$ cat src/rtl/dma_event_pkg.sv
// Package: register map, field positions and reset values of the channel
package dma_event_pkg;

  // Register byte offsets on the APB
  localparam logic [7:0] event_control_offset     = 8'h00;
  localparam logic [7:0] interrupt_control_offset = 8'h04;
  localparam int         addr_width               = 8;

  // Event control fields
  localparam int abort_select_lsb   = 16;
  localparam int abort_select_msb   = 23;
  localparam int start_select_lsb   = 8;
  localparam int start_select_msb   = 15;
  localparam int force_transfer_bit = 7;
  localparam int software_abort_bit = 6;
  localparam int pattern_abort_bit  = 5;
  localparam int start_enable_bit   = 4;
  localparam int abort_enable_bit   = 3;

  // Interrupt control fields
  localparam int enable_lsb = 16;
  localparam int enable_msb = 23;
  localparam int flag_count = 8;

  // Flag positions inside the flag byte
  localparam int source_done_pos    = 7;
  localparam int source_half_pos    = 6;
  localparam int dest_done_pos      = 5;
  localparam int dest_half_pos      = 4;
  localparam int block_complete_pos = 3;
  localparam int cell_complete_pos  = 2;
  localparam int transfer_abort_pos = 1;
  localparam int address_error_pos  = 0;

  // Reset values
  localparam logic [7:0] select_reset = 8'hff;
  localparam logic [7:0] flag_reset   = 8'h00;
  localparam logic [7:0] enable_reset = 8'h00;

  // Widths
  localparam int irq_count  = 256;
  localparam int size_width = 16;

  // APB answer sequencing
  typedef enum logic [1:0]
  {
    apb_idle   = 2'b01,
    apb_answer = 2'b10
  } apb_state_t;

endpackage : dma_event_pkg

$ cat src/rtl/flag_bank_if.sv
// Interface: sticky flag bank control and status between the channel modules
interface flag_bank_if;
  import dma_event_pkg::*;
  logic [flag_count-1:0] set_event;
  logic [flag_count-1:0] clear_mask;
  logic [flag_count-1:0] enable_write;
  logic                  enable_load;
  logic [flag_count-1:0] flags;
  logic [flag_count-1:0] enables;
  logic                  irq;

  modport owner
  (
    output set_event,
    output clear_mask,
    output enable_write,
    output enable_load,
    input  flags,
    input  enables,
    input  irq
  );

  modport bank
  (
    input  set_event,
    input  clear_mask,
    input  enable_write,
    input  enable_load,
    output flags,
    output enables,
    output irq
  );
endinterface : flag_bank_if

$ cat src/rtl/dma_channel_event_irq.sv
// Module: DMA channel start/abort event selection and interrupt flags
module dma_channel_event_irq
  import dma_event_pkg::*;
(
  input  wire logic                  pclk,
  input  wire logic                  presetn,
  input  wire logic                  ce,
  input  wire logic                  psel,
  input  wire logic                  penable,
  input  wire logic                  pwrite,
  input  wire logic [addr_width-1:0] paddr,
  input  wire logic [31:0]           pwdata,
  input  wire logic [3:0]            pstrb,
  output logic      [31:0]           prdata,
  output logic                       pready,
  output logic                       pslverr,
  input  wire logic [irq_count-1:0]  irq_lines,
  input  wire logic [size_width-1:0] source_pointer,
  input  wire logic [size_width-1:0] source_size,
  input  wire logic [size_width-1:0] dest_pointer,
  input  wire logic [size_width-1:0] dest_size,
  input  wire logic [size_width-1:0] cell_count,
  input  wire logic [size_width-1:0] cell_size,
  input  wire logic [size_width-1:0] block_count,
  input  wire logic                  pattern_match,
  input  wire logic                  address_invalid,
  output logic                       start_transfer,
  output logic                       abort_transfer,
  output logic                       channel_off,
  output logic                       irq
);

  // Flag bank: sticky flags, their enables and the registered request
  flag_bank_if fb ();

  flag_bank u_flag_bank
  (
    .pclk    (pclk),
    .presetn (presetn),
    .ce      (ce),
    .fb      (fb)
  );

  // Event control word as software sees it:
  //   31:24 unused, reads zero
  //   23:16 abort request selector
  //   15:8  start request selector
  //   7     force transfer strobe, reads zero
  //   6     software abort strobe, reads zero
  //   5     pattern abort enable
  //   4     start request enable
  //   3     abort request enable
  //   2:0   unused, reads zero
  // Interrupt control word:
  //   31:24 unused, 23:16 flag enables, 15:8 unused
  //   7:0   sticky flags, write one to clear
  // Event control storage
  logic [7:0] abort_request_select;
  logic [7:0] start_request_select;
  logic       pattern_abort_enable;
  logic       start_request_enable;
  logic       abort_request_enable;

  // APB answer state
  apb_state_t apb_state;
  apb_state_t next_apb_state;

  // Previous levels for edge detection
  logic start_line_prev;
  logic abort_line_prev;
  logic src_done_prev;
  logic src_half_prev;
  logic dst_done_prev;
  logic dst_half_prev;
  logic cell_prev;
  logic block_prev;
  logic addr_err_prev;

  // Bus decode
  logic access;
  logic hit_event;
  logic hit_interrupt;
  logic mapped;
  logic write_event;
  logic write_interrupt;
  logic [31:0] read_value;

  // Bus timing seen from this slave, edge by edge:
  //   setup edge: nothing happens
  //   first access edge: the answer is armed
  //   next edge: pready, pslverr and prdata have stood one cycle and a
  //   write commits; the master sees exactly one wait state
  // Limitation: ce low freezes the answer too, so the clock enable must
  // stay high while a transfer is in its access phase
  assign access          = psel && penable && (apb_state == apb_answer);
  assign hit_event       = (paddr == event_control_offset);
  assign hit_interrupt   = (paddr == interrupt_control_offset);
  assign mapped          = hit_event || hit_interrupt;
  assign write_event     = access && pwrite && hit_event;
  assign write_interrupt = access && pwrite && hit_interrupt;

  // Answer sequencer: idle on setup and first access, answer on the next.
  // One wait state was traded for a registered pready, which keeps the
  // slave outputs glitch free at the cost of a cycle per transfer
  always_comb
  begin
    next_apb_state = apb_idle;
    case (apb_state)
      apb_idle:
        next_apb_state = (psel && penable) ? apb_answer : apb_idle;
      apb_answer:
        next_apb_state = apb_idle;
      default:
        next_apb_state = apb_idle;
    endcase
  end

  // Read words per register; force and abort are strobes and read zero
  logic [31:0] event_read_word;
  logic [31:0] interrupt_read_word;
  assign event_read_word     = {8'h00, abort_request_select,
                                start_request_select, 2'b00,
                                pattern_abort_enable, start_request_enable,
                                abort_request_enable, 3'b000};
  assign interrupt_read_word = {8'h00, fb.enables, 8'h00, fb.flags};

  // Read mux; an unmapped address reads zero alongside pslverr
  assign read_value = hit_event     ? event_read_word :
                      hit_interrupt ? interrupt_read_word :
                                      32'h0000_0000;

  // Selected interrupt lines. An occurrence is a rising edge, so a
  // source that holds its line high must drop it before it can start
  // or abort again. Hazard: rewriting a selector while the newly picked
  // line is already high looks like an edge and fires once; software
  // should clear the enable bit before it moves a selector.
  logic start_line;
  logic abort_line;
  logic start_hit;
  logic abort_hit;
  logic force_hit;
  logic soft_abort_hit;
  logic pattern_abort_hit;
  assign start_line = irq_lines[start_request_select];
  assign abort_line = irq_lines[abort_request_select];
  assign start_hit  = start_line && !start_line_prev &&
                      start_request_enable;
  assign abort_hit  = abort_line && !abort_line_prev &&
                      abort_request_enable;
  assign force_hit  = write_event && pstrb[0] &&
                      pwdata[force_transfer_bit];
  assign soft_abort_hit = write_event && pstrb[0] &&
                          pwdata[software_abort_bit];
  assign pattern_abort_hit = pattern_match && pattern_abort_enable;

  // Pointer arrival compares, taken as rising edges so each sets once.
  // Limitation: these are equality tests, so a pointer that steps over
  // its target without landing on it sets nothing; the counters must
  // advance in steps that meet the size and its half.
  logic src_done_now;
  logic src_half_now;
  logic dst_done_now;
  logic dst_half_now;
  logic cell_now;
  logic block_now;
  logic [size_width-1:0] larger_size;
  assign src_done_now = (source_pointer == source_size);
  assign src_half_now = (source_pointer == (source_size >> 1));
  assign dst_done_now = (dest_pointer == dest_size);
  assign dst_half_now = (dest_pointer == (dest_size >> 1));
  assign cell_now     = (cell_count == cell_size);
  assign larger_size  = (source_size > dest_size) ? source_size : dest_size;
  assign block_now    = (block_count == larger_size);

  // Flag set events toward the bank
  logic [flag_count-1:0] set_event;
  always_comb
  begin
    // Nothing is set unless its cause is seen in this cycle
    set_event = 8'h00;
    set_event[source_done_pos]    = src_done_now && !src_done_prev;
    set_event[source_half_pos]    = src_half_now && !src_half_prev;
    set_event[dest_done_pos]      = dst_done_now && !dst_done_prev;
    set_event[dest_half_pos]      = dst_half_now && !dst_half_prev;
    set_event[block_complete_pos] = (block_now && !block_prev) ||
                                    pattern_abort_hit;
    set_event[cell_complete_pos]  = cell_now && !cell_prev;
    set_event[transfer_abort_pos] = abort_hit;
    set_event[address_error_pos]  = address_invalid &&
                                    !addr_err_prev;
  end

  // Set events are masked while ce is low so a frozen cycle cannot set
  // a flag; clears come from byte 0 of a committed write and lose to a
  // set in the same cycle inside the bank
  assign fb.set_event    = ce ? set_event : 8'h00;
  assign fb.clear_mask   = (write_interrupt && pstrb[0]) ? pwdata[7:0]
                                                         : 8'h00;
  assign fb.enable_write = pwdata[enable_msb:enable_lsb];
  assign fb.enable_load  = write_interrupt && pstrb[2];

  // Event control register; each byte lane is written only when its
  // strobe is high, so software may move one selector on its own.
  // The two strobes in byte 0 are not stored: they act at the commit
  // edge and are gone by the next read
  always_ff @(posedge pclk or negedge presetn)
  begin
    if (!presetn)
    begin
      abort_request_select <= select_reset;
      start_request_select <= select_reset;
      pattern_abort_enable <= 1'b0;
      start_request_enable <= 1'b0;
      abort_request_enable <= 1'b0;
    end
    else if (ce && write_event)
    begin
      if (pstrb[2])
      begin
        abort_request_select <= pwdata[abort_select_msb:abort_select_lsb];
      end
      if (pstrb[1])
      begin
        start_request_select <= pwdata[start_select_msb:start_select_lsb];
      end
      if (pstrb[0])
      begin
        pattern_abort_enable <= pwdata[pattern_abort_bit];
        start_request_enable <= pwdata[start_enable_bit];
        abort_request_enable <= pwdata[abort_enable_bit];
      end
    end
  end

  // Edge history. Every detector resets to the idle level of its input,
  // low, so the release of reset cannot be taken for an edge; ce low
  // freezes the history, so a line that rises and falls while frozen is
  // never seen
  always_ff @(posedge pclk or negedge presetn)
  begin
    if (!presetn)
    begin
      start_line_prev <= 1'b0;
      abort_line_prev <= 1'b0;
      src_done_prev   <= 1'b0;
      src_half_prev   <= 1'b0;
      dst_done_prev   <= 1'b0;
      dst_half_prev   <= 1'b0;
      cell_prev       <= 1'b0;
      block_prev      <= 1'b0;
      addr_err_prev   <= 1'b0;
    end
    else if (ce)
    begin
      start_line_prev <= start_line;
      abort_line_prev <= abort_line;
      src_done_prev   <= src_done_now;
      src_half_prev   <= src_half_now;
      dst_done_prev   <= dst_done_now;
      dst_half_prev   <= dst_half_now;
      cell_prev       <= cell_now;
      block_prev      <= block_now;
      addr_err_prev   <= address_invalid;
    end
  end

  // Command causes gathered here; a pattern abort both aborts and turns
  // the channel off, while only the selected abort interrupt sets the
  // abort flag
  logic next_start_transfer;
  logic next_abort_transfer;
  logic next_channel_off;
  assign next_start_transfer = start_hit || force_hit;
  assign next_abort_transfer = abort_hit || soft_abort_hit ||
                               pattern_abort_hit;
  assign next_channel_off    = pattern_abort_hit;

  // Channel command flops; start pulses one cycle, abort and off stay high while an enabled pattern_match holds
  always_ff @(posedge pclk or negedge presetn)
  begin
    if (!presetn)
    begin
      start_transfer <= 1'b0;
      abort_transfer <= 1'b0;
      channel_off    <= 1'b0;
    end
    else if (ce)
    begin
      start_transfer <= next_start_transfer;
      abort_transfer <= next_abort_transfer;
      channel_off    <= next_channel_off;
    end
  end

  // Answer values; prdata is zero outside a read answer so a stale word
  // never shows on the bus
  logic        answer_due;
  logic        next_pslverr;
  logic [31:0] next_prdata;
  assign answer_due   = (next_apb_state == apb_answer);
  assign next_pslverr = answer_due && !mapped;
  assign next_prdata  = (answer_due && !pwrite) ? read_value
                                                : 32'h0000_0000;

  // APB slave; registered answer keeps outputs straight from flops
  always_ff @(posedge pclk or negedge presetn)
  begin
    if (!presetn)
    begin
      apb_state <= apb_idle;
      pready    <= 1'b0;
      pslverr   <= 1'b0;
      prdata    <= 32'h0000_0000;
    end
    else if (ce)
    begin
      apb_state <= next_apb_state;
      pready    <= answer_due;
      pslverr   <= next_pslverr;
      prdata    <= next_prdata;
    end
  end

  // The request is already a flop inside the bank, so it leaves as is
  assign irq = fb.irq;

endmodule : dma_channel_event_irq

$ cat src/rtl/flag_bank.sv
// Module: sticky status flags, their enables and the interrupt request
module flag_bank
  import dma_event_pkg::*;
(
  input  wire logic   pclk,
  input  wire logic   presetn,
  input  wire logic   ce,
  flag_bank_if.bank   fb
);

  logic [flag_count-1:0] flags;
  logic [flag_count-1:0] enables;
  logic                  irq;
  logic [flag_count-1:0] next_flags;
  logic                  next_irq;

  // Set wins over a write-one clear arriving in the same cycle
  assign next_flags = (flags & ~fb.clear_mask) | fb.set_event;
  // Interrupt follows the flags as they will stand after this edge
  assign next_irq   = |(next_flags & enables);

  // Flags and enables
  always_ff @(posedge pclk or negedge presetn)
  begin
    if (!presetn)
    begin
      flags   <= flag_reset;
      enables <= enable_reset;
      irq     <= 1'b0;
    end
    else if (ce)
    begin
      flags <= next_flags;
      irq   <= next_irq;
      if (fb.enable_load)
      begin
        enables <= fb.enable_write;
      end
    end
  end

  assign fb.flags   = flags;
  assign fb.enables = enables;
  assign fb.irq     = irq;

endmodule : flag_bank

$ cat config.mk
export PLATFORM = sky130hd
export DESIGN_NAME = dma_channel_event_irq
export DESIGN_NICKNAME = d
export VERILOG_FILES = /design/src/rtl/dma_event_pkg.sv /design/src/rtl/flag_bank_if.sv /design/src/rtl/dma_channel_event_irq.sv /design/src/rtl/flag_bank.sv
export SDC_FILE = /design/constraint.sdc
export NUM_CORES = 1
export LEC_CHECK = 0
export BUFFER_PORTS_ARGS = -buffer_cell sky130_fd_sc_hd__buf_4
export CORE_AREA = 2 2 179 181
export CTS_CLUSTER_DIAMETER = 40
export CTS_CLUSTER_SIZE = 40
export DETAILED_ROUTE_END_ITERATION = 16
export DIE_AREA = 0 0 181 183
export PLACE_DENSITY_LB_ADDON = 0.05
export SYNTH_ARGS = -nofsm -noshare
export SYNTH_HDL_FRONTEND = slang
export SYNTH_SLANG_ARGS = --single-unit
$ cat constraint.sdc
create_clock -name pclk -period 5 [get_ports pclk]
set_input_delay 1 -clock pclk [delete_from_list [all_inputs] [get_ports pclk]]
set_output_delay 1 -clock pclk [all_outputs]
set_load 0.05 [all_outputs]
# == Word-level counts from Yosys, hierarchy flattened ==
# Cells that the tools add are included.
# word_totals
reg_bits,84
latch_bits,0
mem_bits_rw,0
mem_bits_ro,0
output_inout_bits,38
elab_cells,100
n_memories,0
# op_classes
add_sub_neg,0
mul,0
div,0
n_lt_le_gt_ge,3
eq_ne,10
shifts,0
n_mux,12
bitwise_logic,4
reduce_logical,47
# ops
op,count
24-bit 2-to-1 mux,3
16-bit == test,4
16-bit by 15-bit == test with 1-bit output,2
1-bit logical AND,25
"8-bit by 9-bit less-than comparator with 1-bit output, second input constant",2
8-bit bitwise AND,2
1-bit binary-select mux with 8-bit select,2
16-bit > comparator,1
16-bit 2-to-1 mux,1
8-bit 2-to-1 mux,2
1-bit logical NOT,11
"8-bit by 3-bit == test with 1-bit output, second input constant",1
8-bit logical NOT,1
8-bit inverter,1
8-bit bitwise OR,1
2-bit AND reduction,4
8-bit OR reduction,1
1-bit logical OR,5
"2-bit == test, second input constant",2
2-bit 2-to-1 mux,2
"2-bit by 1-bit == test with 1-bit output, second input constant",1
1-bit 2-to-1 mux,2

# == Logic depth before layout (Yosys ltp) ==
# logic_depth
word_depth,11
depth_mapped,13
mapped_depth_nobuf,10

# == By module ==
# A second synthesis with hierarchy kept.
# hier_totals
hier_cells,905
area_unflattened_um2,9389.0
# by_module_without_submodules
mod,instances,cells_per_inst,area_each_um2,seq_area_each_um2
dma_channel_event_irq,1,841,8607.0,1472.7
flag_bank,1,64,782.0,425.4

# == Worst setup path before layout ==
# Ideal clock, no wire load.
# synth_timing
path_type,input to register
startpoint,input dest_size[14]
endpoint,register u_flag_bank.flags[3] (netlist: u_flag_bank.fb.flags[3])
setup_time_ns,0.082
arrival_time_ns,3.415
required_time_ns,4.918
path_slack_ns,1.503
stages,9
path_buffers,0
path_cell_list,inv_1 -> ha_1 -> nand4_1 -> or4_1 -> a31oi_2 -> mux2i_1 -> a2111oi_0 -> nand4_1 -> a31oi_1
# synth_between
elab_chain_cells,7
# synth_rtl
item,line,rtl
start: declaration,dma_channel_event_irq.sv:21,"input wire logic [size_width-1:0] dest_size,"
16-bit > comparator,dma_channel_event_irq.sv:172,assign larger_size = (source_size > dest_size) ? source_size : dest_size;
16-bit 2-to-1 mux (*),dma_channel_event_irq.sv:172,
16-bit == test (*),dma_channel_event_irq.sv:173,assign block_now = (block_count == larger_size);
1-bit logical AND (*),dma_channel_event_irq.sv:185,set_event[block_complete_pos] = (block_now && !block_prev) ||
1-bit logical OR (*),dma_channel_event_irq.sv:185,
8-bit 2-to-1 mux (*),dma_channel_event_irq.sv:196,assign fb.set_event = ce ? set_event : 8'h00;
8-bit bitwise OR (*),flag_bank.sv:18,assign next_flags = (flags & ~fb.clear_mask) | fb.set_event;
end signal: assignment,flag_bank.sv:27,flags <= flag_reset;
end signal: assignment,flag_bank.sv:33,flags <= next_flags;
end: declaration,flag_bank.sv:11,logic [flag_count-1:0] flags;
# Every way passes the cells marked *; elsewhere a longest branch is shown, timed or not.
# A chain may end at the register's enable or synchronous reset.

# == Worst setup path after layout ==
# layout_timing
startpoint,input dest_size[15]
endpoint,register u_flag_bank.irq (netlist: u_flag_bank.fb.irq)
# layout_between
elab_chain_cells,9
word_cells_on_any_way,13
classes_between,order compare (1); eq/ne (3); mux (2); bitwise (2); reduce/logical (5)
# layout_rtl
item,line,rtl
16-bit > comparator,dma_channel_event_irq.sv:172,
16-bit 2-to-1 mux,dma_channel_event_irq.sv:172,
16-bit == test,dma_channel_event_irq.sv:173,
1-bit logical AND,dma_channel_event_irq.sv:185,
1-bit logical OR,dma_channel_event_irq.sv:185,
8-bit 2-to-1 mux (*),dma_channel_event_irq.sv:196,
8-bit bitwise OR (*),flag_bank.sv:18,
8-bit bitwise AND (*),flag_bank.sv:20,assign next_irq = |(next_flags & enables);
8-bit OR reduction (*),flag_bank.sv:20,
end signal: assignment,flag_bank.sv:34,irq <= next_irq;
end: declaration,flag_bank.sv:13,logic irq;
# Marks and branches as above.

==> flow_results.xml <==
<?xml version="1.0" encoding="UTF-8"?>
<metrics>
  <group name="outcome">
    <metric name="status" unit="">complete, no violations</metric>
  </group>
  <group name="sta">
    <metric name="max_slew.worst_pin.slew" unit="ps">1000</metric>
    <metric name="fin_setup_tns" unit="ps">0</metric>
    <metric name="finalSetupViolCount" unit="">0</metric>
    <metric name="finalWorstPathRequiredPeriod" unit="ps">3890</metric>
    <metric name="layout_worst_path_cycle_share" unit="">0.777</metric>
    <metric name="fin_skew" unit="ps">9.50</metric>
    <metric name="max_slew_vio_count" unit="">0</metric>
    <metric name="hold_violations" unit="">0</metric>
    <metric name="max-slew-margin-rel" unit="">0.331</metric>
    <metric name="max_clock_freq" unit="MHz">257</metric>
    <metric name="rsz_0062_raised_after_global_routing" unit="">no</metric>
  </group>
  <group name="floorplanning">
    <metric name="start_util" unit="">0.292</metric>
    <metric name="die_height" unit="µm">183</metric>
    <metric name="die_w" unit="µm">181</metric>
    <metric name="ioPinCount" unit="">458</metric>
    <metric name="die_area" unit="µm²">33100</metric>
    <metric name="standard_cell_row_count" unit="">65</metric>
    <metric name="design.core.area" unit="µm²">31200</metric>
  </group>
  <group name="placement">
    <metric name="dpl-instance-area" unit="µm²">12800</metric>
    <metric name="place.detailed.instances" unit="">1594</metric>
    <metric name="buffer_ports.inserted" unit="">440</metric>
    <metric name="gpl.final_weighted_congestion" unit="">0.848</metric>
    <metric name="dp_hpwl" unit="µm">32800</metric>
  </group>
  <group name="finish">
    <metric name="final-instance-count-excl-fill" unit="">1612</metric>
    <metric name="area_delta_synth_final" unit="%">43.9</metric>
    <metric name="finish.net_count" unit="">1639</metric>
    <metric name="postLayoutCellArea" unit="µm²">13100</metric>
    <metric name="layout-drive-gt1-share" unit="">0.529</metric>
  </group>
  <group name="global_routing">
    <metric name="maximum_number_of_pins_on_one_net_before_global_route_repair" unit="">76</metric>
    <metric name="globalRouteOverflowTotal" unit="">0</metric>
    <metric name="gr-usage-met2" unit="">0.402</metric>
    <metric name="grt_use_met3" unit="">0.0421</metric>
    <metric name="grtUsageTotal" unit="">0.237</metric>
    <metric name="grt.busiest_layer" unit="">met2</metric>
    <metric name="met1_usage" unit="">0.324</metric>
    <metric name="first_global_vias" unit="">9446</metric>
    <metric name="grt_pass1_wl" unit="µm">59600</metric>
    <metric name="number_of_antenna_violations_at_the_first_check_in_global_routing" unit="">2</metric>
  </group>
  <group name="yosys">
    <metric name="post_synth.cell_area_avg" unit="µm²">11.5</metric>
    <metric name="post_synthesis_async_set_or_reset_flop_share" unit="">1.00</metric>
    <metric name="synth.cells.most_frequent" unit="">139 x mux4_2, 58 x dfrtp_1, 52 x xor2_1</metric>
    <metric name="synth_seq_area_share" unit="">0.208</metric>
    <metric name="synth_area_leaders" unit="">mux4_2 34%, dfrtp_1 16%, xor2_1 5.0%</metric>
    <metric name="yosysTopAreaCell" unit="">mux4_2</metric>
    <metric name="post-synth-top-count-cell" unit="">mux4_2</metric>
    <metric name="yosys_warnings" unit="">0</metric>
    <metric name="number_of_enable_flip_flop_cells_after_synthesis" unit="">0</metric>
    <metric name="post-synth-top-area-fraction" unit="">0.343</metric>
    <metric name="ys_ff_latch" unit="">75</metric>
    <metric name="syn-cell-area" unit="µm²">9120</metric>
    <metric name="postSynth.topFlopCell" unit="">dfrtp_1</metric>
    <metric name="netlist_instances" unit="">790</metric>
    <metric name="synth.distinct_cells" unit="">66</metric>
  </group>
  <group name="clock_tree">
    <metric name="clockBufferDepth" unit="">2</metric>
    <metric name="cts.repair_timing.setup_buffer_count" unit="">0</metric>
    <metric name="cts_max_level" unit="">3</metric>
    <metric name="insertion_delay" unit="ps">350</metric>
    <metric name="clock-root-buffer" unit="">clkbuf_16</metric>
    <metric name="clk_pin_slew_worst_paths" unit="ps">70</metric>
    <metric name="cts_hold_repair.buffers" unit="">0</metric>
    <metric name="clock_tree_from_tritoncts" unit="">done</metric>
    <metric name="clock_sink_count" unit="">75</metric>
    <metric name="post_cts.resized_instances" unit="">0</metric>
    <metric name="tritoncts.num_buffers" unit="">9</metric>
  </group>
  <group name="drt">
    <metric name="drt-pass1-iter-count" unit="">6</metric>
    <metric name="vias_per_cell" unit="">5.39</metric>
    <metric name="vias" unit="">8691</metric>
    <metric name="wl_per_cell" unit="µm">24.6</metric>
    <metric name="drt-total-wl" unit="µm">39600</metric>
    <metric name="drc_violations_left" unit="">0</metric>
    <metric name="ant_nets" unit="">0</metric>
    <metric name="drt-initial-drc-count" unit="">465</metric>
  </group>
  <group name="setup_path">
    <metric name="worst_flop_to_flop_path_endpoint" unit="">start_line_prev</metric>
    <metric name="startpoint" unit="">dest_size[15]</metric>
    <metric name="criticalPathCategory" unit="">primary input to register</metric>
    <metric name="setup.worst_path.start_class" unit="">primary input</metric>
    <metric name="cp_data_arrival_time" unit="ps">4150</metric>
    <metric name="r2r_setup_slack" unit="ps">1190</metric>
    <metric name="worst-path-max-fanout" unit="">7</metric>
    <metric name="worstReg2RegStart" unit="">start_request_select[0]</metric>
    <metric name="timing_endpoint_of_the_critical_path" unit="">u_flag_bank.fb.irq</metric>
    <metric name="worstRegToRegCells" unit="">6</metric>
    <metric name="end_kind" unit="">register</metric>
    <metric name="data_required_time_of_the_critical_path" unit="ps">5270</metric>
  </group>
  <group name="job">
    <metric name="max_cap_violations" unit="">0</metric>
  </group>
  <group name="min_path">
    <metric name="min-delay-start" unit="">cell_prev</metric>
    <metric name="whs_path_depth" unit="">1</metric>
    <metric name="hold_path.class" unit="">register to register</metric>
  </group>
  <group name="power">
    <metric name="ir_drop" unit="µV">162</metric>
    <metric name="static-leakage-power" unit="nW">5.49</metric>
    <metric name="powerDensity" unit="nW/µm²">147</metric>
    <metric name="post-layout-total-power" unit="mW">1.93</metric>
  </group>
</metrics>
[critical path: stages]
cell       delay (ps)
buf_4             120
inv_1              50
ha_1              290
nand4_1           170
or4_1             580
a31oi_2           480
mux2i_1           130
a2111oi_0         870
nand4_1           240
a31oi_1           230
[worst min path at each step]
stage / endpoint
after CTS: u_flag_bank.fb.flags[2]
after global routing: prdata[20]
after floorplan: u_flag_bank.fb.flags[7]
after detailed placement: prdata[20]
after global placement: prdata[20]
final: u_flag_bank.fb.flags[2]
[cells by family (layout without fill, tap and decap cells)]
family          count (synthesis)  after routing  synth area share
mux                           208            208             0.423
simple gates                  152            152            0.0878
compound gates                140            140             0.114
buf+inv                       101            512            0.0509
xor+xnor                       97             97            0.0932
flops                          75             75             0.208
fa+ha+maj                      16             16            0.0220
other cells                     1             10          0.000411
[report_power, final]
part | internal [mW] | switching, mW | leakage, nW | total [mW]
Clock | 0.403 | 0.276 | 0.150 | 0.679
Sequential | 0.616 | 0.00627 | 0.940 | 0.622
Combinational | 0.367 | 0.263 | 4.40 | 0.630
[through the flow]
step	hold slack [ps]	util	setup WS, ps
2_1_floorplan	458	-	1500
3_3_place_gp	474	0.410	741
3_5_place_dp	476	0.410	761
4_1_cts	488	0.420	1090
5_1_grt	509	0.420	723
6_report	484	0.420	1110
[metal layers]
metal	part of all wire	wire length, µm	up-vias
met5	0	0	-
met4	0.014	541	0
met3	0.052	2050	30
met2	0.49	19500	294
met1	0.44	17500	4373
li1	-	-	3994
[layout make-up]
type	count	area, µm²
clock inverters	5	61.3
clock buffers	11	243
multi-input cells	621	6790
well taps	402	503
repair buffers	455	3450
flip-flops and latches	75	1910
fillers	3163	18100
diodes	2	5.00
inverters	41	154
[sequential cells by signal, indices dropped and copies added, names as in the netlist]
| register | cells |
|---|---|
| pattern_abort_enable | 1 |
| u_flag_bank.fb.enables | 8 |
| dst_done_prev | 1 |
| abort_transfer | 1 |
| u_flag_bank.fb.irq | 1 |
| src_done_prev | 1 |
| abort_request_select | 8 |
| dst_half_prev | 1 |
| start_line_prev | 1 |
| cell_prev | 1 |
| u_flag_bank.fb.flags | 8 |
| abort_line_prev | 1 |
| channel_off | 1 |
| start_transfer | 1 |
| abort_request_enable | 1 |
| prdata | 24 |
| apb_state | 1 |
| pready | 1 |
| addr_err_prev | 1 |
| src_half_prev | 1 |
| pslverr | 1 |
| start_request_enable | 1 |
| block_prev | 1 |
| start_request_select | 8 |
[cells in the final DEF, fill, tap and decap left out, types with 6 or more instances in the layout]
cell type / netlist / layout
nor2b_1: 8 / 8
nand2_1: 40 / 40
xnor2_1: 45 / 45
ha_1: 16 / 16
o21ai_1: 10 / 10
dfrtp_1: 58 / 58
clkbuf_16: 0 / 9
conb_1: 1 / 8
nand3_1: 18 / 18
nand4_1: 15 / 15
o2bb2ai_1: 9 / 9
a21oi_1: 9 / 9
mux2_1: 27 / 27
dfstp_2: 17 / 15
a22o_1: 26 / 26
nor3_1: 10 / 9
o21ai_0: 21 / 21
a22oi_1: 12 / 12
nand2b_1: 6 / 6
mux4_2: 139 / 139
nor2_1: 14 / 14
xor2_1: 52 / 52
buf_4: 10 / 452
o22ai_1: 6 / 6
nor4_1: 20 / 19
inv_1: 41 / 41
a31oi_1: 7 / 7
mux2i_1: 38 / 38
Note: power is estimated with default switching activity, not from simulation.
